**config.mk**
```make
export PLATFORM = sky130hd
export DESIGN_NAME = flash_program_protect_ctrl
export DESIGN_NICKNAME = d
export VERILOG_FILES = /design/src/core/flash_ctrl_pkg.sv /design/src/core/prot_check_if.sv /design/src/core/flash_program_protect_ctrl.sv /design/src/core/flash_prot_check.sv
export VERILOG_INCLUDE_DIRS = /design/src /design/src/core
export SDC_FILE = /design/constraint.sdc
export NUM_CORES = 1
export LEC_CHECK = 0
export BUFFER_PORTS_ARGS = -buffer_cell sky130_fd_sc_hd__buf_2
export CAP_MARGIN = 0
export CORE_ASPECT_RATIO = 1.75
export CORE_MARGIN = 5
export CORE_UTILIZATION = 45
export CTS_CLUSTER_DIAMETER = 60
export DETAILED_ROUTE_END_ITERATION = 12
export PLACE_DENSITY = 0.78
export SLEW_MARGIN = 20
export SYNTH_ARGS = -nofsm -noshare
export SYNTH_HDL_FRONTEND = slang
export SYNTH_HIERARCHICAL = 1
export SYNTH_SLANG_ARGS = --single-unit
```
**constraint.sdc**
```tcl
create_clock -name I_CLK -period 6.1 [get_ports I_CLK]
set_clock_uncertainty 0.2 [all_clocks]
set_input_delay 0.61 -clock I_CLK [delete_from_list [all_inputs] [get_ports I_CLK]]
set_output_delay 0.61 -clock I_CLK [all_outputs]
set_load 0.005 [all_outputs]
```
**src/core/flash_ctrl_regs.svh**
```systemverilog
// register offsets, field positions, reset values and timing counts for the flash controller
`ifndef FLASH_CTRL_REGS_SVH
`define FLASH_CTRL_REGS_SVH
`define CTRL_OFFSET 12'h000
`define PROTECT_OFFSET 12'h004
`define STATUS_OFFSET 12'h008
`define TARGET_OFFSET 12'h00c
`define CTRL_PGM_BIT 0
`define CTRL_ERASE_BIT 1
`define CTRL_MASS_BIT 2
`define CTRL_HIGH_VOLTAGE_ENABLE_BIT_BIT 3
`define PROTECT_RESET 8'hff
`define PROTECT_OPEN 8'hff
`define TOP_ADDR 16'hffff
`define FLASH_BASE 16'hf000
`define CLK_MHZ 10
`define RECOVERY_TIME_US 1
`define RECOVERY_CYCLES (`RECOVERY_TIME_US * `CLK_MHZ)
`endif

```
**src/core/flash_ctrl_pkg.sv**
```systemverilog
// types shared by the flash controller files
package flash_ctrl_pkg;
  typedef enum logic [1:0] {
    ST_READ = 2'b00,
    ST_HV = 2'b01,
    ST_RECOVER = 2'b10
  } hv_state_e;
endpackage

```
**src/core/prot_check_if.sv**
```systemverilog
// carrier between the controller and its protection checker
`timescale 1ns/1ps
interface prot_check_if;
  logic [7:0] protect;
  logic [15:0] target;
  logic mass;
  logic is_protected;
  modport ctrl (output protect, output target, output mass, input is_protected);
  modport check (input protect, input target, input mass, output is_protected);
endinterface

```
**src/core/flash_program_protect_ctrl.sv**
```systemverilog
// flash program/erase control bits and block protection behind an AHB-Lite slave
//
// Decided for this implementation: the AHB-Lite register port and the placing of the registers.
`timescale 1ns/1ps
`include "flash_ctrl_regs.svh"
module flash_program_protect_ctrl (
  input wire logic I_CLK,
  input wire logic I_ARST_N,
  input wire logic I_HSEL,
  input wire logic [11:0] I_HADDR,
  input wire logic [1:0] I_HTRANS,
  input wire logic I_HWRITE,
  input wire logic [2:0] I_HSIZE,
  input wire logic [31:0] I_HWDATA,
  input wire logic I_HREADY,
  output logic [31:0] O_HRDATA,
  output logic O_HREADYOUT,
  output logic O_HRESP,
  input wire logic I_TEST_HIGH_VOLTAGE,
  output logic O_PROGRAM_SELECT,
  output logic O_ERASE_SELECT,
  output logic O_HIGH_VOLTAGE_ENABLE,
  output logic O_READ_READY,
  output logic O_MONITOR_ENTRY_OK
);
  import flash_ctrl_pkg::*;
  localparam int REC_CYCLES = `RECOVERY_CYCLES;
  localparam int REC_LAST = REC_CYCLES - 1;
  // the recovery counter is eight bits wide and must count at least one cycle
  if (REC_CYCLES < 1 || REC_CYCLES > 256)
  begin
    $error("recovery count must be between 1 and 256 cycles");
  end

  // address phase capture
  logic wr_pend_q, wr_pend_d;
  logic [11:0] addr_q, addr_d;
  logic vtst_s1_q, vtst_s2_q, vtst_s3_q, vtst_q, vtst_d;
  logic [3:0] ctrl_q, ctrl_d;
  logic [7:0] protect_q, protect_d;
  logic [15:0] target_q, target_d;
  logic refused_q, refused_d;
  logic [31:0] rdata_q, rdata_d;
  hv_state_e st_q, st_d;
  logic [7:0] rec_cnt_q, rec_cnt_d;
  logic take;
  logic wr_ctrl, wr_prot, wr_tgt;
  prot_check_if chk ();

  assign take = I_HSEL && I_HREADY && I_HTRANS[1];
  assign wr_ctrl = wr_pend_q && (addr_q == `CTRL_OFFSET);
  assign wr_prot = wr_pend_q && (addr_q == `PROTECT_OFFSET);
  assign wr_tgt = wr_pend_q && (addr_q == `TARGET_OFFSET);

  // low write-data fields, named so the assertions can look back at them
  logic [7:0] wdata_byte;
  logic [1:0] wdata_sel;
  assign wdata_byte = I_HWDATA[7:0];
  assign wdata_sel = I_HWDATA[1:0];

  // the checker sees the pending target; mass is the mass bit being written or held
  assign chk.protect = protect_q;
  assign chk.target = wr_tgt ? I_HWDATA[15:0] : target_q;
  assign chk.mass = wr_ctrl ? I_HWDATA[`CTRL_MASS_BIT] : ctrl_q[`CTRL_MASS_BIT];
  flash_prot_check u_check (
    .chk(chk.check)
  );

  // test voltage pin: three stages, a change counts once the last two agree
  always_ff @(posedge I_CLK or negedge I_ARST_N)
  begin
    if (!I_ARST_N)
    begin
      vtst_s1_q <= 1'b0;
      vtst_s2_q <= 1'b0;
      vtst_s3_q <= 1'b0;
    end
    else
    begin
      vtst_s1_q <= I_TEST_HIGH_VOLTAGE;
      vtst_s2_q <= vtst_s1_q;
      vtst_s3_q <= vtst_s2_q;
    end
  end

  // next-state logic for bus capture, control bits, protect register and hv sequencer
  always_comb
  begin
    wr_pend_d = take && I_HWRITE;
    addr_d = take ? I_HADDR : addr_q;
    vtst_d = (vtst_s2_q == vtst_s3_q) ? vtst_s3_q : vtst_q;
    ctrl_d = ctrl_q;
    protect_d = protect_q;
    target_d = wr_tgt ? I_HWDATA[15:0] : target_q;
    refused_d = refused_q;
    st_d = st_q;
    rec_cnt_d = rec_cnt_q;
    if (wr_ctrl)
    begin
      ctrl_d[2:0] = I_HWDATA[2:0];
      // decision taken at the write attempt itself, so a later protect change cannot sneak hv on
      if (I_HWDATA[`CTRL_HIGH_VOLTAGE_ENABLE_BIT_BIT] && !ctrl_q[`CTRL_HIGH_VOLTAGE_ENABLE_BIT_BIT])
      begin
        ctrl_d[`CTRL_HIGH_VOLTAGE_ENABLE_BIT_BIT] = !chk.is_protected;
        refused_d = chk.is_protected;
      end
      else
        ctrl_d[`CTRL_HIGH_VOLTAGE_ENABLE_BIT_BIT] = I_HWDATA[`CTRL_HIGH_VOLTAGE_ENABLE_BIT_BIT];
    end
    // protect register alters only with test voltage present
    if (wr_prot && vtst_q)
      protect_d = I_HWDATA[7:0];
    case (st_q)
      ST_READ:
      begin
        if (ctrl_d[`CTRL_HIGH_VOLTAGE_ENABLE_BIT_BIT])
          st_d = ST_HV;
      end
      ST_HV:
      begin
        if (!ctrl_d[`CTRL_HIGH_VOLTAGE_ENABLE_BIT_BIT])
        begin
          st_d = ST_RECOVER;
          rec_cnt_d = 8'(REC_CYCLES - 1);
        end
      end
      ST_RECOVER:
      begin
        // array stays busy for the recovery time after hv drops
        if (ctrl_d[`CTRL_HIGH_VOLTAGE_ENABLE_BIT_BIT])
          st_d = ST_HV;
        else if (rec_cnt_q == 8'h00)
          st_d = ST_READ;
        else
          rec_cnt_d = rec_cnt_q - 8'h01;
      end
      default:
        st_d = ST_READ;
    endcase
    case (addr_d)
      `CTRL_OFFSET: rdata_d = {28'h0000000, ctrl_d};
      `PROTECT_OFFSET: rdata_d = {24'h000000, protect_d};
      `STATUS_OFFSET: rdata_d = {28'h0000000, vtst_q, refused_q, st_q};
      `TARGET_OFFSET: rdata_d = {16'h0000, target_d};
      default: rdata_d = 32'h00000000;
    endcase
  end

  // register stage for everything above
  always_ff @(posedge I_CLK or negedge I_ARST_N)
  begin
    if (!I_ARST_N)
    begin
      wr_pend_q <= 1'b0;
      addr_q <= 12'h000;
      vtst_q <= 1'b0;
      ctrl_q <= 4'h0;
      protect_q <= `PROTECT_RESET;
      target_q <= 16'h0000;
      refused_q <= 1'b0;
      rdata_q <= 32'h00000000;
      st_q <= ST_READ;
      rec_cnt_q <= 8'h00;
    end
    else
    begin
      wr_pend_q <= wr_pend_d;
      addr_q <= addr_d;
      vtst_q <= vtst_d;
      ctrl_q <= ctrl_d;
      protect_q <= protect_d;
      target_q <= target_d;
      refused_q <= refused_d;
      rdata_q <= rdata_d;
      st_q <= st_d;
      rec_cnt_q <= rec_cnt_d;
    end
  end

  // zero wait state slave, always okay
  assign O_HREADYOUT = 1'b1;
  assign O_HRESP = 1'b0;
  assign O_HRDATA = rdata_q;
  assign O_PROGRAM_SELECT = ctrl_q[`CTRL_PGM_BIT];
  assign O_ERASE_SELECT = ctrl_q[`CTRL_ERASE_BIT];
  assign O_HIGH_VOLTAGE_ENABLE = ctrl_q[`CTRL_HIGH_VOLTAGE_ENABLE_BIT_BIT];
  assign O_READ_READY = (st_q == ST_READ);
  assign O_MONITOR_ENTRY_OK = vtst_q;

  property p_hv_refused;
    @(posedge I_CLK) disable iff (!I_ARST_N)
    (wr_ctrl && I_HWDATA[`CTRL_HIGH_VOLTAGE_ENABLE_BIT_BIT] && !ctrl_q[`CTRL_HIGH_VOLTAGE_ENABLE_BIT_BIT] && chk.is_protected) |=> !O_HIGH_VOLTAGE_ENABLE;
  endproperty
  a_hv_refused: assert property (p_hv_refused) else $error("hv set on protected target");

  property p_hv_granted;
    @(posedge I_CLK) disable iff (!I_ARST_N)
    (wr_ctrl && I_HWDATA[`CTRL_HIGH_VOLTAGE_ENABLE_BIT_BIT] && !chk.is_protected) |=> O_HIGH_VOLTAGE_ENABLE;
  endproperty
  a_hv_granted: assert property (p_hv_granted) else $error("hv refused on open target");

  property p_recovery;
    @(posedge I_CLK) disable iff (!I_ARST_N)
    $fell(O_HIGH_VOLTAGE_ENABLE) |-> !O_READ_READY ##REC_CYCLES O_READ_READY || O_HIGH_VOLTAGE_ENABLE;
  endproperty
  a_recovery: assert property (p_recovery) else $error("read recovery time wrong");

  property p_protect_locked;
    @(posedge I_CLK) disable iff (!I_ARST_N)
    !vtst_q |=> $stable(protect_q);
  endproperty
  a_protect_locked: assert property (p_protect_locked) else $error("protect changed without test voltage");

  property p_mass_blocked;
    @(posedge I_CLK) disable iff (!I_ARST_N)
    (protect_q != `PROTECT_OPEN && wr_ctrl && I_HWDATA[`CTRL_MASS_BIT] && I_HWDATA[`CTRL_HIGH_VOLTAGE_ENABLE_BIT_BIT]
      && !ctrl_q[`CTRL_HIGH_VOLTAGE_ENABLE_BIT_BIT]) |=> !O_HIGH_VOLTAGE_ENABLE && refused_q;
  endproperty
  a_mass_blocked: assert property (p_mass_blocked) else $error("mass erase with protection");

  property p_all_open;
    @(posedge I_CLK) disable iff (!I_ARST_N)
    (protect_q == `PROTECT_OPEN) |-> !chk.is_protected;
  endproperty
  a_all_open: assert property (p_all_open) else $error("all ones still protects");

  property p_all_closed;
    @(posedge I_CLK) disable iff (!I_ARST_N)
    (protect_q == 8'h00) |-> chk.is_protected;
  endproperty
  a_all_closed: assert property (p_all_closed) else $error("all zeros leaves memory open");

  property p_top_protected;
    @(posedge I_CLK) disable iff (!I_ARST_N)
    (protect_q != `PROTECT_OPEN && chk.target == `TOP_ADDR) |-> chk.is_protected;
  endproperty
  a_top_protected: assert property (p_top_protected) else $error("top address not protected");

  // hv may only move on a control write; nothing else in the block touches it
  property p_hv_write_only;
    @(posedge I_CLK) disable iff (!I_ARST_N)
    !wr_ctrl |=> $stable(O_HIGH_VOLTAGE_ENABLE);
  endproperty
  a_hv_write_only: assert property (p_hv_write_only) else $error("hv moved without a control write");

  // a rising hv must trace back to an open target at the write
  property p_hv_rise_open;
    @(posedge I_CLK) disable iff (!I_ARST_N)
    $rose(O_HIGH_VOLTAGE_ENABLE) |-> !$past(chk.is_protected);
  endproperty
  a_hv_rise_open: assert property (p_hv_rise_open) else $error("hv rose on a protected target");

  // mass erase hv only while the protect register is all ones
  property p_mass_open;
    @(posedge I_CLK) disable iff (!I_ARST_N)
    ($rose(O_HIGH_VOLTAGE_ENABLE) && ctrl_q[`CTRL_MASS_BIT]) |-> ($past(protect_q) == `PROTECT_OPEN);
  endproperty
  a_mass_open: assert property (p_mass_open) else $error("mass erase hv while a block is locked");

  // the refused flag records the decision of the latest hv attempt
  property p_refused_flag;
    @(posedge I_CLK) disable iff (!I_ARST_N)
    (wr_ctrl && I_HWDATA[`CTRL_HIGH_VOLTAGE_ENABLE_BIT_BIT] && !ctrl_q[`CTRL_HIGH_VOLTAGE_ENABLE_BIT_BIT]) |=> (refused_q == $past(chk.is_protected));
  endproperty
  a_refused_flag: assert property (p_refused_flag) else $error("refused flag does not match decision");

  // selects are taken even when hv is refused, so software can read them back
  property p_select_written;
    @(posedge I_CLK) disable iff (!I_ARST_N)
    wr_ctrl |=> ({O_ERASE_SELECT, O_PROGRAM_SELECT} == $past(wdata_sel));
  endproperty
  a_select_written: assert property (p_select_written) else $error("select bits not taken from write");

  // clearing hv is never refused; it starts the read recovery
  property p_hv_cleared;
    @(posedge I_CLK) disable iff (!I_ARST_N)
    (wr_ctrl && !I_HWDATA[`CTRL_HIGH_VOLTAGE_ENABLE_BIT_BIT]) |=> !O_HIGH_VOLTAGE_ENABLE;
  endproperty
  a_hv_cleared: assert property (p_hv_cleared) else $error("hv clear not applied");

  // array is still unreadable at the last cycle of the recovery span, not only at its start
  property p_recovery_low;
    @(posedge I_CLK) disable iff (!I_ARST_N)
    $fell(O_HIGH_VOLTAGE_ENABLE) |-> ##REC_LAST !O_READ_READY;
  endproperty
  a_recovery_low: assert property (p_recovery_low) else $error("array readable before recovery ends");

  // hv and read access never overlap
  property p_hv_no_read;
    @(posedge I_CLK) disable iff (!I_ARST_N)
    O_HIGH_VOLTAGE_ENABLE |-> !O_READ_READY;
  endproperty
  a_hv_no_read: assert property (p_hv_no_read) else $error("array readable while hv set");

  // with test voltage present the written byte lands exactly
  property p_protect_written;
    @(posedge I_CLK) disable iff (!I_ARST_N)
    (wr_prot && vtst_q) |=> (protect_q == $past(wdata_byte));
  endproperty
  a_protect_written: assert property (p_protect_written) else $error("protect write with test voltage lost");
endmodule

```
**src/core/flash_prot_check.sv**
```systemverilog
// protection decision for a target address or mass erase
`timescale 1ns/1ps
`include "flash_ctrl_regs.svh"
module flash_prot_check (
  prot_check_if.check chk
);
  import flash_ctrl_pkg::*;
  logic [15:0] start_addr;
  // protected range starts at base plus protect value times 64 bytes and runs to the top
  assign start_addr = `FLASH_BASE + {2'b00, chk.protect, 6'h00};
  // all zeros protects everything, all ones protects nothing
  always_comb
  begin
    if (chk.protect == `PROTECT_OPEN)
      chk.is_protected = 1'b0;
    else if (chk.mass)
      chk.is_protected = 1'b1;
    else if (chk.protect == 8'h00)
      chk.is_protected = 1'b1;
    else
      chk.is_protected = (chk.target >= start_addr) && (chk.target <= `TOP_ADDR);
  end
endmodule

```
* Word-level counts from Yosys, hierarchy flattened
Cells that the tools add are included.
** Word-level totals
- Register bits after elaboration :: 88
- Bits of input ports :: 55
- Logic and storage cells :: 70
** Cells by class
- $add $sub $neg :: 2
- Magnitude comparators :: 2
- Eq/ne operators :: 14
- Muxes and demuxes :: 19
- Reductions and logical operators :: 20
** Operators with widths (number)
- case mux 16 bit (4 select lines) :: 1
- == test 12 x 4 -> 1 bit, second input constant :: 3
- 2-to-1 mux 8 bit :: 4
- == test 12 x 3 -> 1 bit, second input constant :: 2
- zero test 12 bit :: 2
- adder 13 x 15 -> 16 bit, first input constant :: 1
- greater-or-equal comparator 16 bit :: 1
- less-or-equal comparator 16 bit, second input constant :: 1
- zero test 8 bit :: 2
- 2-to-1 mux 16 bit :: 1
- case mux 8 bit (2 select lines) :: 1
- 2-to-1 mux 12 bit :: 1
- logical AND 1 bit :: 9
- == test 8 bit, second input constant :: 1
- 2-to-1 mux 2 bit :: 4
- subtractor 8 x 1 -> 8 bit, second input constant :: 1
- != test 2 bit, second input constant :: 3
- case mux 2 bit (3 select lines) :: 1
- 2-to-1 mux 1 bit :: 5
- 2-to-1 mux 4 bit :: 1
- AND reduction 4 bit :: 1
- != test 3 bit, second input constant :: 1
- AND reduction 3 bit :: 1
- == test 2 x 1 -> 1 bit, second input constant :: 1
- 7 further kinds :: 8

* Logic depth before layout (Yosys ltp)
Gate-level depths: netlist (run 1).
- Depth in word-level cells :: 13
- Mapped depth :: 17
- Depth with buffers taken out :: 15

* By module
The synthesis (run 1) kept the hierarchy.
** Modules (own cells, without submodules)
- flash_program_protect_ctrl :: times used 1, cells an instance 280, area an instance 3275.6 um^2, sequential area each 1811.7 um^2
- flash_prot_check :: times used 1, cells an instance 44, area an instance 329.1 um^2, sequential area each 0.0 um^2

* Worst setup path after synthesis (run 1)
No wires, ideal clock.
- Path kind :: flip-flop to flip-flop
- Start point :: register addr_q[11]
- End point :: register rec_cnt_q[0]
- Library setup time :: 94 ps
- Arrival :: 3581 ps
- Required time :: 5806 ps
- Path slack :: 2225 ps
- Stages on the path, launching flop included :: 18
- Path buffers :: 2
- Period minus slack after synthesis :: 3875 ps
- Cell sequence :: dfrtp_1 > nor4_4 > nand4_2 > buf_2 > mux2_4 > inv_1 > ha_1 > nor4b_1 > a221oi_1 > o21ai_1 > o2bb2ai_1 > nor4b_1 > nand4_1 > o2bb2ai_4 > inv_2 > buf_6 > nor4_1 > a211oi_1
** On the way
- Cells in the longest elaborated chain, start to end :: 13
- Elaborated cells on any way between the ends :: 18
** RTL lines
- from (decl) :: line flash_program_protect_ctrl.sv:37 : logic [11:0] addr_q, addr_d;
- from (signal assigned) :: line flash_program_protect_ctrl.sv:168 : addr_q <= addr_d;
- == test 12 x 4 -> 1 bit (no line) (*)
- logical AND 1 bit (*) :: line flash_program_protect_ctrl.sv:53 : assign wr_tgt = wr_pend_q && (addr_q == `TARGET_OFFSET);
- 2-to-1 mux 16 bit (*) :: line flash_program_protect_ctrl.sv:63 : assign chk.target = wr_tgt ? I_HWDATA[15:0] : target_q;
- net chk.target[6] :: line prot_check_if.sv:5 : logic [15:0] target;
- greater-or-equal comparator 16 bit / less-or-equal comparator 16 bit (equally long branches)
- logical AND 1 bit (*) :: line flash_prot_check.sv:21 : chk.is_protected = (chk.target >= start_addr) && (chk.target <= `TOP_ADDR);
- 2-to-1 mux 1 bit (*) :: line flash_prot_check.sv:18 : else if (chk.protect == 8'h00)
- 2-to-1 mux 1 bit (*) :: line flash_prot_check.sv:16 : else if (chk.mass)
- 2-to-1 mux 1 bit (*) :: line flash_prot_check.sv:14 : if (chk.protect == `PROTECT_OPEN)
- net chk.is_protected :: line prot_check_if.sv:7 : logic is_protected;
- zero test 1 bit (*) :: line flash_program_protect_ctrl.sv:104 : ctrl_d[`CTRL_HIGH_VOLTAGE_ENABLE_BIT_BIT] = !chk.is_protected;
- 2-to-1 mux 1 bit (*) :: line flash_program_protect_ctrl.sv:102 : if (I_HWDATA[`CTRL_HIGH_VOLTAGE_ENABLE_BIT_BIT] && !ctrl_q[`CTRL_HIGH_VOLTAGE_ENABLE_BIT_BIT])
- 2-to-1 mux 4 bit (*) :: line flash_program_protect_ctrl.sv:98 : if (wr_ctrl)
- net ctrl_d[3] :: line flash_program_protect_ctrl.sv:39 : logic [3:0] ctrl_q, ctrl_d;
- != test 2 bit (no line)
- AND reduction 4 bit (no line) (*)
- to (signal assigned) :: line flash_program_protect_ctrl.sv:176 : rec_cnt_q <= rec_cnt_d;
- to (decl) :: line flash_program_protect_ctrl.sv:45 : logic [7:0] rec_cnt_q, rec_cnt_d;
The timed path passes the listed nets; every way through them passes the cells marked *.
A chain may end at the register's enable or synchronous reset.

* Worst setup path in the final report (run 1)
- Start point :: register addr_q[11]
- End point :: register rec_cnt_q[1]
** On the way
- Cells in the longest elaborated chain, start to end :: 13
- Elaborated cells on any way between the ends :: 18
** RTL lines (line)
- == test 12 x 4 -> 1 bit (no line) (*)
- logical AND 1 bit (*) :: flash_program_protect_ctrl.sv:53
- 2-to-1 mux 16 bit (*) :: flash_program_protect_ctrl.sv:63
- net chk.target[6] :: prot_check_if.sv:5
- greater-or-equal comparator 16 bit / less-or-equal comparator 16 bit (equally long branches)
- logical AND 1 bit (*) :: flash_prot_check.sv:21
- 2-to-1 mux 1 bit (*) :: flash_prot_check.sv:18
- 2-to-1 mux 1 bit (*) :: flash_prot_check.sv:16
- 2-to-1 mux 1 bit (*) :: flash_prot_check.sv:14
- net chk.is_protected :: prot_check_if.sv:7
- zero test 1 bit (*) :: flash_program_protect_ctrl.sv:104
- 2-to-1 mux 1 bit (*) :: flash_program_protect_ctrl.sv:102
- 2-to-1 mux 4 bit (*) :: flash_program_protect_ctrl.sv:98
- != test 2 bit (no line)
- AND reduction 4 bit (no line) (*)
Marked as above.

==> flow_metrics.py, run 1 <==
metrics = {
    "run_status": {
        "outcome": "finished, final reports clean",
    },
    "yosys": {
        "yosysUniqueCellTypes": 57,
        "synth_area_um2": 3600,
        "synth-edff-count": 0,
        "syn_area_per_cell_um2": 11.1,
        "synth_cells": 324,
        "ys_warn_count": 6,
        "ys_ff_latch": 72,
        "netlist.top_cell.by_area": "dfrtp_1",
        "ys_async_sr_fraction_pct": 100,
        "synth_area_leaders": "dfrtp_1 (44%), mux2_2 (7.8%), dfstp_2 (5.8%), ha_1 (5.2%), nand2_1 (4.0%)",
        "yosysTopAreaCellShare_pct": 44.4,
        "ys_seq_area_share_pct": 50.3,
        "synthFlopType": "dfrtp_1",
        "yosys-top-cells-count": "dfrtp_1 (64), nand2_1 (38), mux2_2 (25)",
        "yosysMostFrequentCell": "dfrtp_1",
    },
    "clocking": {
        "postCtsSetupBuffers": 0,
        "clk_pin_slew_worst_paths_ns": 0.05,
        "cts.path.max_buffers": 2,
        "cts_resized": 0,
        "root_buffer": "clkbuf_16",
        "cts_tree": "yes",
        "cts_sinks": 72,
        "cts_buffers": 9,
        "clock_latency_ns": 0.33,
        "htreeDepth": 3,
        "cts-hold-fix-buffers": 0,
    },
    "cells_and_area": {
        "final_cells": 477,
        "syn_to_final_growth_pct": 16.5,
        "post-route-util_pct": 53.4,
        "regArea_um2": 1810,
        "multiInputGateArea_um2": 1600,
        "drive_gt1_share_pct": 30.2,
        "n_fill_cell": 695,
        "layout.nets": 452,
        "num_antenna_cells": 0,
    },
    "worst_setup_path": {
        "required_ns": 6.15,
        "end_kind": "flip-flop",
        "crit_arrival_ns": 4.26,
        "critical_path.startpoint_type": "flip-flop",
        "path_class": "reg2reg",
        "crit_fanout": 16,
    },
    "route": {
        "drc_errors": 0,
        "drt_first_pass_iters": 4,
        "ant_nets": 0,
        "wl_um": 7860,
        "wl_per_cell_um": 16.5,
        "drtIter0Drc": 115,
        "vias_per_cell": 5.45,
        "vias": 2602,
    },
    "sta": {
        "period_share_pct": 69.0,
        "worstMarginPinSlew_ns": 0.876,
        "maxSlewViolCount": 0,
        "finalHoldViolCount": 0,
        "rsz0062_at_grt": "false",
        "slew-limit-headroom_pct": 41.6,
        "fmax_mhz": 238,
        "setup_viol": 0,
        "fin_crit_ns": 4.21,
        "hold_slack_ns": 0.153,
        "setup_tns_ns": 0,
    },
    "placed_design": {
        "hpwl_um": 5680,
        "place_inst": 461,
        "port_buffers": 55,
        "globalplace.congestion": 0.825,
    },
    "global_routing": {
        "grt_first_pass_wirelength_um": 12800,
        "grtUsageTotal_pct": 16.6,
        "antenna_found_initial": 0,
        "grt_pass1_vias": 2688,
        "grt_max_degree": 73,
        "gr-total-overflow": 0,
    },
    "floorplan": {
        "io_pins": 94,
        "die_area_um2": 9970,
        "core_region_area_um2": 7860,
        "rows": 43,
        "die_h_um": 128,
        "start_util_pct": 45.9,
        "dieWidth_um": 77.7,
    },
    "pwr": {
        "pwr_density_cell_nw_per_um2": 317,
        "p_leak_nw": 2.14,
        "vdd_drop_max_uv": 152,
    },
    "hold_path": {
        "hp-class": "reg2reg",
    },
    "flow_run": {
        "maxCapViolCount": 0,
    },
}
cell type report:
| cell class | instances | share of cell area [%] |
|---|---|---|
| clock buffer | 13 | 5.96 |
| clock inverter | 3 | 1.55 |
| inverter | 19 | 1.70 |
| multi-input combinational | 223 | 38.0 |
| sequential | 72 | 43.2 |
| tap | 90 | 2.68 |
| timing repair buffer | 57 | 6.92 |
placed cells by master (no fill, tap or decap), types with 10 or more instances in the layout:
cell / count
buf_2: 55
ha_1: 15
and3_1: 11
nand2_1: 38
nor2_1: 11
a21oi_1: 14
mux2_2: 25
inv_1: 17
o21ai_0: 10
dfrtp_1: 64
conb_1: 18
critical path: stages, from the launching register on:
cell       delay (ns)
dfrtp_1          0.40
nor4_4           0.54
nand4_2          0.14
buf_4            0.25
mux2_4           0.24
inv_1            0.05
ha_1             0.26
nor4b_1          0.34
a221oi_1         0.13
o21ai_1          0.21
o2bb2ai_1        0.18
nor4b_1          0.08
nand4_1          0.15
o2bb2ai_4        0.17
inv_2            0.16
or4_1            0.50
o211ai_1         0.11
cell families (layout without fill, tap and decap cells):
family          after synthesis  count (layout)  share of synthesized area (%)
compound gates               47              47                           9.41
xor+xnor                      1               1                          0.243
fa+ha+maj                    16              16                           5.48
buf+inv                      45              92                           7.12
flops                        72              72                           50.3
mux                          28              28                           8.78
other cells                   2              18                          0.208
simple gates                113             113                           18.5
path summary, 6_finish.rpt:
path | from | to | cells after the start | slack [ns]
min reg2reg | vtst_s1_q$_DFF_PN0_ | vtst_s2_q$_DFF_PN0_ | 0 | 0.15
max | addr_q[11]$_DFF_PN0_ | rec_cnt_q[1]$_DFFE_PN0P_ | 16 | 1.89
min | vtst_s1_q$_DFF_PN0_ | vtst_s2_q$_DFF_PN0_ | 0 | 0.15
max in group asynchronous | I_ARST_N | rec_cnt_q[6]$_DFFE_PN0P_ | 2 | 4.85
min in group asynchronous | I_ARST_N | target_q[13]$_DFF_PN0_ | 2 | 0.27
max reg2reg | addr_q[11]$_DFF_PN0_ | rec_cnt_q[1]$_DFFE_PN0P_ | 16 | 1.89
per-stage QoR:
stage | worst slack (ns) | cell area (um2) | power (W)
after floorplan | 2.22 | 3660 | 0.000715
after global placement | 1.95 | 3880 | 0.000765
after detailed placement | 1.92 | 3880 | 0.000776
after CTS | 1.87 | 4200 | 0.00134
after global routing | 1.39 | 4200 | 0.00139
final | 1.89 | 4200 | 0.00133
power by group:
| part | internal [W] | total [W] | leakage, nW | switching, W |
|---|---|---|---|---|
| Clock | 0.000369 | 0.000557 | 0.154 | 0.000189 |
| Combinational | 0.0000801 | 0.000199 | 1.09 | 0.000119 |
| Sequential | 0.000526 | 0.000574 | 0.888 | 0.0000481 |
flip-flops by register name, summed over array words and instances (netlist names):
signal,flops
vtst_s3_q,1
vtst_s1_q,1
addr_q,12
st_q,2
O_MONITOR_ENTRY_OK,1
chk.protect,8
ctrl_q,4
rec_cnt_q,8
O_HRDATA,16
vtst_s2_q,1
target_q,16
wr_pend_q,1
refused_q,1
layer usage:
metal | global-route usage, % | share of wire, % | vias to the layer above
met5 | 0 | 0 | -
met4 | 8.10 | 3.2 | 0
met3 | 4.27 | 5.3 | 18
met2 | 29.8 | 55 | 74
met1 | 17.7 | 36 | 1266
li1 | - | - | 1244
Note: power is estimated with default switching activity, not from simulation.
==> run 2, diff against run 1 <==
--- a/config.mk
+++ b/config.mk
@@ -13,7 +13,7 @@
 export CORE_UTILIZATION = 45
 export CTS_CLUSTER_DIAMETER = 60
 export DETAILED_ROUTE_END_ITERATION = 12
-export PLACE_DENSITY = 0.78
+export PLACE_DENSITY = 0.8
 export SLEW_MARGIN = 20
 export SYNTH_ARGS = -nofsm -noshare
 export SYNTH_HDL_FRONTEND = slang
==> constraint.sdc (replaced) <==
create_clock -name I_CLK -period 3.7 [get_ports I_CLK]
set_clock_uncertainty 0.2 [all_clocks]
set_input_delay 0.37 -clock I_CLK [delete_from_list [all_inputs] [get_ports I_CLK]]
set_output_delay 0.37 -clock I_CLK [all_outputs]
set_load 0.005 [all_outputs]
==> run 2 against run 1 <==
  * The flow now finishes with violations (negative setup slack)
  * Sequential cell count unchanged
  * Sequential power up 64%
  * Worst setup slack worse by 1.9 ns
  * Worst hold slack worse by 0.11 ns
  * Count of clock-buffer cells in the layout up 2
  * Global-route usage up 1.7 points
  * Combinational power up 110%
  * Largest power group unchanged
==> flow_metrics.py, run 2 (synthesis results as in run 1) <==
metrics = {
    "pwr": {
        "vdd_drop_max_uv": 280,
        "swShare_pct": 28.7,
        "p_leak_nw": 2.30,
        "p_clk_share_pct": 36.2,
        "intPower_w": 0.00152,
        "pwr_density_cell_nw_per_um2": 465,
        "switching_power_w": 0.000613,
        "power_frac_seq_pct": 44.2,
        "power_frac_comb_pct": 19.7,
    },
    "sta": {
        "finalHoldViolCount": 0,
        "hold_slack_ns": 0.0454,
        "period_share_pct": 100,
        "fmax_mhz": 269,
        "slew-limit-headroom_pct": 50.8,
        "setup_viol": 1,
        "fin_crit_ns": 3.72,
        "worstMarginPinSlew_ns": 0.728,
        "setup_tns_ns": -0.0156,
        "fin_ws_ns": -0.0156,
        "maxSlewViolCount": 0,
        "rsz0062_at_grt": "true",
    },
    "floorplan": {
        "start_util_pct": 45.9,
        "rows": 43,
        "die_area_um2": 9970,
        "die_h_um": 128,
        "dieWidth_um": 77.7,
        "io_pins": 94,
        "core_region_area_um2": 7860,
    },
    "worst_setup_path": {
        "max_stage_delay_ns": 0.51,
        "crit_fanout": 7,
        "end_kind": "flip-flop",
        "crit_arrival_ns": 3.77,
        "path_class": "reg2reg",
        "cp_num_buf_inv": 2,
        "r2r-start": "addr_q[9]$_DFF_PN0_",
        "r2r_slack_ns": -0.02,
        "timing.critical_path.cells": "nor4_4, nand4_4, buf_6, mux2_4, ha_4, nor4b_4, a221oi_2, o21ai_2, o2bb2ai_2, nor4b_2, nand4_1, o2bb2ai_4, inv_4, or4_4, o211ai_1",
        "worstReg2RegEnd": "rec_cnt_q[1]$_DFFE_PN0P_",
        "cp_slowest_cell": "or4_4",
        "cp-startpoint": "addr_q[9]$_DFF_PN0_",
        "critical_path.startpoint_type": "flip-flop",
        "required_ns": 3.75,
        "path_delay_family": "simple AND/OR/NAND/NOR gates",
        "rr_worst_depth": 15,
    },
    "cells_and_area": {
        "final_cells": 505,
        "layout.nets": 480,
        "post-route-util_pct": 58.5,
        "final_common_cell": "dfrtp_1",
        "num_antenna_cells": 0,
        "drive_gt1_share_pct": 39.5,
        "final_cell_mix": "dfrtp_1 (64), buf_2 (55), nand2_1 (38)",
        "syn_to_final_growth_pct": 27.5,
    },
    "run_status": {
        "violations": "negative setup slack",
        "outcome": "finished, violations left",
    },
    "route": {
        "wl_um": 8960,
        "vias_per_cell": 5.54,
        "ant_nets": 0,
        "wl_per_cell_um": 17.7,
        "drt_first_pass_iters": 4,
        "drtIter0Drc": 154,
        "vias": 2800,
        "drc_errors": 0,
    },
    "placed_design": {
        "place_inst": 474,
        "globalplace.congestion": 0.862,
        "hpwl_um": 6120,
        "port_buffers": 55,
        "pre_cts_slack_ns": -0.194,
    },
    "hold_path": {
        "min_to": "wr_pend_q$_DFF_PN0_",
        "worstHoldStart": "I_HWRITE",
        "hp-class": "in2reg",
        "worstHoldPathCells": 2,
    },
    "clocking": {
        "clk_pin_slew_worst_paths_ns": 0.05,
        "cts_sinks": 72,
        "clock_latency_ns": 0.33,
        "cts_tree": "yes",
        "cts_buffers": 9,
        "htreeDepth": 3,
        "cts.path.max_buffers": 2,
        "root_buffer": "clkbuf_16",
    },
    "global_routing": {
        "grt_first_pass_wirelength_um": 14000,
        "gr-total-overflow": 0,
        "grtUsageTotal_pct": 18.2,
        "grt_pass1_vias": 3020,
        "grt_max_degree": 41,
        "antenna_found_initial": 0,
    },
    "flow_run": {
        "maxCapViolCount": 0,
    },
}
run 2: cell count changes in the layout (fill, tap and decap cells not counted), moves of 3 or more:
cell,delta
o21ai_0,-4
ha_1,-5
o21ai_2,+3
buf_6,+5
nor4b_1,-3
a21oi_2,+4
a21oi_1,-4
mux2_4,+5
ha_4,+5
buf_4,+19
mux2_2,-5
run 2: how the worst max path moves through the flow:
stage | to | cells past startpoint | slack [ns]
after CTS | rec_cnt_q[6]$_DFFE_PN0P_ | 17 | 0.009
final | rec_cnt_q[1]$_DFFE_PN0P_ | 15 | -0.02
after global routing | rec_cnt_q[1]$_DFFE_PN0P_ | 15 | -0.20
after global placement | O_HRDATA[3]$_DFF_PN0_ | 15 | -0.05
after detailed placement | rec_cnt_q[0]$_DFFE_PN0P_ | 15 | -0.19
after floorplan | rec_cnt_q[0]$_DFFE_PN0P_ | 17 | -0.09
run 2: cell type report:
cell class                      count  area [um2]
Fill cell                         644        3260
Sequential cell                    72        1810
Multi-Input combinational cell    223        1790
Timing Repair Buffer               84         537
Clock buffer                       15         258
Tap cell                           90         113
Inverter                           19        73.8
Timing Repair inverter              1        7.51
Clock inverter                      1        5.00
run 2: power groups by stage:
| stage | registers, W | logic [W] | clock network (W) |
|---|---|---|---|
| 4_1_cts | 0.000940 | 0.000391 | 0.000787 |
| 3_5_place_dp | 0.000951 | 0.000357 | 0 |
| 3_3_place_gp | 0.000946 | 0.000338 | 0 |
| 5_1_grt | 0.000952 | 0.000468 | 0.000821 |
| 6_report | 0.000944 | 0.000420 | 0.000773 |
| 2_1_floorplan | 0.000932 | 0.000250 | 0 |
run 2: metal layers:
metal,wire length [um],global-route usage (%)
met3,497,4.20
met4,392,12.1
met5,0,0
met2,5080,34.0
met1,2990,17.2
run 2: what timing repair did:
item | CTS | global route
hold endpoints to repair | 32 | 0
endpoints found under the setup margin | 9 | 11
pin swaps | 12 | 23
hold buffers | 2 | 0
setup buffers | 9 | 5
gates resized for setup | 32 | 13
cloned | 2 | 0
run 2: per-stage QoR:
step	area, um2	power [W]
floorplan	3680	0.00118
global placement	3990	0.00128
detailed placement	3990	0.00131
CTS	4540	0.00212
global route	4600	0.00224
finish	4600	0.00214
==> run 3, diff against run 2 <==
--- a/config.mk
+++ b/config.mk
@@ -14,8 +14,8 @@
 export CTS_CLUSTER_DIAMETER = 60
 export DETAILED_ROUTE_END_ITERATION = 12
 export PLACE_DENSITY = 0.8
+export SKIP_LAST_GASP = 1
 export SLEW_MARGIN = 20
 export SYNTH_ARGS = -nofsm -noshare
 export SYNTH_HDL_FRONTEND = slang
-export SYNTH_HIERARCHICAL = 1
 export SYNTH_SLANG_ARGS = --single-unit
==> run 3 against run 2 <==
  * The flow now finishes without violations
  * Final cell count is 4.0% lower
  * Synthesized cell count fell by 0.62%
  * Global-route usage shrank 1.9 points
  * Largest cell class unchanged
  * First-iteration DRC count shrank 34%
  * Register-to-register slack improved by 0.31 ns
  * Design area decreased by 5.5%
  * Worst hold slack improved by 0.0028 ns
  * Fmax rose by 9.1%
  * Worst setup slack improved by 0.31 ns
  * Via count fell by 5.3%
==> flow_metrics.py, run 3 <==
metrics = {
    "sta": {
        "fin_ws_ns": 0.293,
        "period_share_pct": 92.1,
        "maxSlewViolCount": 0,
        "finalHoldViolCount": 0,
        "setup_tns_ns": 0,
        "slew-limit-headroom_pct": 53.7,
        "fin_crit_ns": 3.41,
        "setup_viol": 0,
        "fmax_mhz": 294,
        "worstMarginPinSlew_ns": 0.688,
        "rsz0062_at_grt": "false",
    },
    "cells_and_area": {
        "final_cell_mix": "dfrtp_1 (64), buf_2 (55), mux2_2 (36)",
        "num_antenna_cells": 0,
        "n_fill_cell": 664,
        "layout.nets": 460,
        "final_common_cell": "dfrtp_1",
        "drive_gt1_share_pct": 35.2,
        "syn_to_final_growth_pct": 18.3,
    },
    "yosys": {
        "synth_area_um2": 3670,
        "netlist.top_cell.by_area": "dfrtp_1",
        "yosysMostFrequentCell": "dfrtp_1",
        "ys_ff_latch": 72,
        "synth_area_leaders": "dfrtp_1 (44%), mux2_2 (11%), dfstp_2 (5.7%), ha_1 (5.1%), buf_4 (3.7%)",
        "ys_async_sr_fraction_pct": 100,
        "yosys-top-cells-count": "dfrtp_1 (64), mux2_2 (36), nor2_1 (30)",
        "synth-edff-count": 0,
        "ys_warn_count": 0,
        "syn_area_per_cell_um2": 11.4,
        "yosysUniqueCellTypes": 54,
        "yosysTopAreaCellShare_pct": 43.6,
        "synthFlopType": "dfrtp_1",
        "ys_seq_area_share_pct": 49.3,
        "synth_cells": 322,
    },
    "global_routing": {
        "grt_max_degree": 30,
        "grt_pass1_vias": 2751,
        "grt_first_pass_wirelength_um": 12700,
        "antenna_found_initial": 0,
        "grtUsageTotal_pct": 16.4,
        "gr-total-overflow": 0,
    },
    "worst_setup_path": {
        "max_stage_delay_ns": 0.40,
        "cp_slowest_cell": "dfrtp_1",
        "crit_arrival_ns": 3.41,
        "path_class": "reg2reg",
        "required_ns": 3.70,
        "timing.critical_path.cells": "nor4_4, nand4_2, buf_4, mux2_2, ha_1, nor4bb_1, a211oi_1, mux2i_4, a31oi_4, nand2_1, inv_2, o311ai_2",
        "crit_fanout": 17,
        "end_kind": "flip-flop",
        "critical_path.startpoint_type": "flip-flop",
    },
    "clocking": {
        "cts_buffers": 9,
        "cts_tree": "yes",
        "clock_latency_ns": 0.33,
        "cts_sinks": 72,
        "htreeDepth": 3,
        "cts_resized": 0,
        "cts.path.max_buffers": 2,
        "root_buffer": "clkbuf_16",
        "postCtsSetupBuffers": 0,
        "clk_pin_slew_worst_paths_ns": 0.05,
    },
    "route": {
        "vias_per_cell": 5.47,
        "vias": 2652,
        "ant_nets": 0,
        "wl_um": 7710,
        "drtIter0Drc": 102,
        "drc_errors": 0,
        "drt_first_pass_iters": 4,
        "wl_per_cell_um": 15.9,
    },
    "pwr": {
        "p_leak_nw": 2.09,
        "vdd_drop_max_uv": 219,
        "pwr_density_cell_nw_per_um2": 484,
    },
    "placed_design": {
        "hpwl_um": 5960,
        "globalplace.congestion": 0.869,
        "pre_cts_slack_ns": 0.291,
        "port_buffers": 55,
    },
    "run_status": {
        "outcome": "finished, final reports clean",
    },
    "floorplan": {
        "die_area_um2": 10100,
        "core_region_area_um2": 7960,
        "die_h_um": 130,
        "rows": 43,
        "dieWidth_um": 78.3,
        "start_util_pct": 46.1,
        "io_pins": 94,
    },
    "hold_path": {
        "hp-class": "in2reg",
    },
    "flow_run": {
        "maxCapViolCount": 0,
    },
}
-- run 3: cell count changes after synthesis, sizes merged, moves of 4 or more --
| cell | delta |
|---|---|
| nand2 | -32 |
| nor2 | +19 |
| nor3 | +13 |
| and3 | -12 |
| mux2 | +11 |
| nor2b | +9 |
| a211oi | +5 |
| buf | -5 |
| mux2i | +5 |
| and2 | -4 |
| o211a | -4 |
-- run 3: timing repair --
item                       CTS  global route
hold endpoints to repair    26             0
hold buffers                 2             0
setup endpoints to repair    0             0
-- run 3: worst paths after layout --
check | endpoint | slack (ns) | cells after the start | startpoint
worst max-delay path | rec_cnt_q[1]$_DFFE_PN0P_ | 0.29 | 12 | addr_q[5]$_DFF_PN0_
min in group asynchronous | target_q[5]$_DFF_PN0_ | 0.38 | 2 | I_ARST_N
worst min-delay path | wr_pend_q$_DFF_PN0_ | 0.05 | 3 | I_HWRITE
max in group asynchronous | chk.protect[0]$_DFF_PN1_ | 2.10 | 3 | I_ARST_N
worst min register to register | vtst_s2_q$_DFF_PN0_ | 0.14 | 0 | vtst_s1_q$_DFF_PN0_
worst max register to register | rec_cnt_q[1]$_DFFE_PN0P_ | 0.29 | 12 | addr_q[5]$_DFF_PN0_
-- run 3: report_power, final --
group | switching [W] | total (W) | leakage, nW | internal [W]
sequential | 0.0000617 | 0.000922 | 0.883 | 0.000860
clock | 0.000301 | 0.000843 | 0.155 | 0.000542
combinational | 0.000193 | 0.000337 | 1.05 | 0.000144
total | 0.000556 | 0.00210 | 2.09 | 0.00155
-- run 3: logic make-up (layout without fill, tap and decap cells) --
group,after synthesis,after routing,synth area share [%]
other,2,18,0.204
buffers and inverters,45,102,6.44
AO/OA/AOI/OAI,50,50,10.0
multiplexers,44,44,13.7
AND/OR/NAND/NOR,93,93,14.9
adder cells (fa/ha/maj),16,16,5.38
flip-flops,72,72,49.3
-- run 3: area by class of cell --
| class | count | area, um2 | share of cell area, % |
|---|---|---|---|
| clock inverters | 2 | 10.0 | 0.230 |
| repair buffers | 64 | 348 | 8.01 |
| multi-input cells | 221 | 1690 | 38.8 |
| inverters | 22 | 82.6 | 1.90 |
| well taps | 90 | 113 | 2.59 |
| flip-flops and latches | 72 | 1810 | 41.7 |
| clock buffers | 14 | 294 | 6.77 |
-- run 3: layer usage --
metal  share of wire, %  global-route usage [%]
met1                 34                    15.9
met2                 56                    30.4
met3                5.0                    3.69
met4                4.8                    11.1
met5                  0                       0
-- run 3: worst max-delay path, delay by kind of cell, from the launching register on --
kind | cells | cell delay (ns)
compound gates | 3 | 0.78
fa+ha+maj | 1 | 0.31
buf+inv | 2 | 0.36
flops | 1 | 0.40
mux | 2 | 0.50
simple gates | 4 | 0.73
-- run 3: through the flow --
step                utilization, %  std cells  cell area, um2  total power (W)  hold slack, ns
floorplan                        -        338            3730          0.00116          -0.126
global placement              50.5        467            4020          0.00125           0.131
detailed placement            50.5        467            4020          0.00127           0.136
CTS                           54.6        485            4340          0.00212          0.0389
global route                  54.6        485            4340          0.00221          0.0568
finish                        54.6        485            4340          0.00210          0.0482
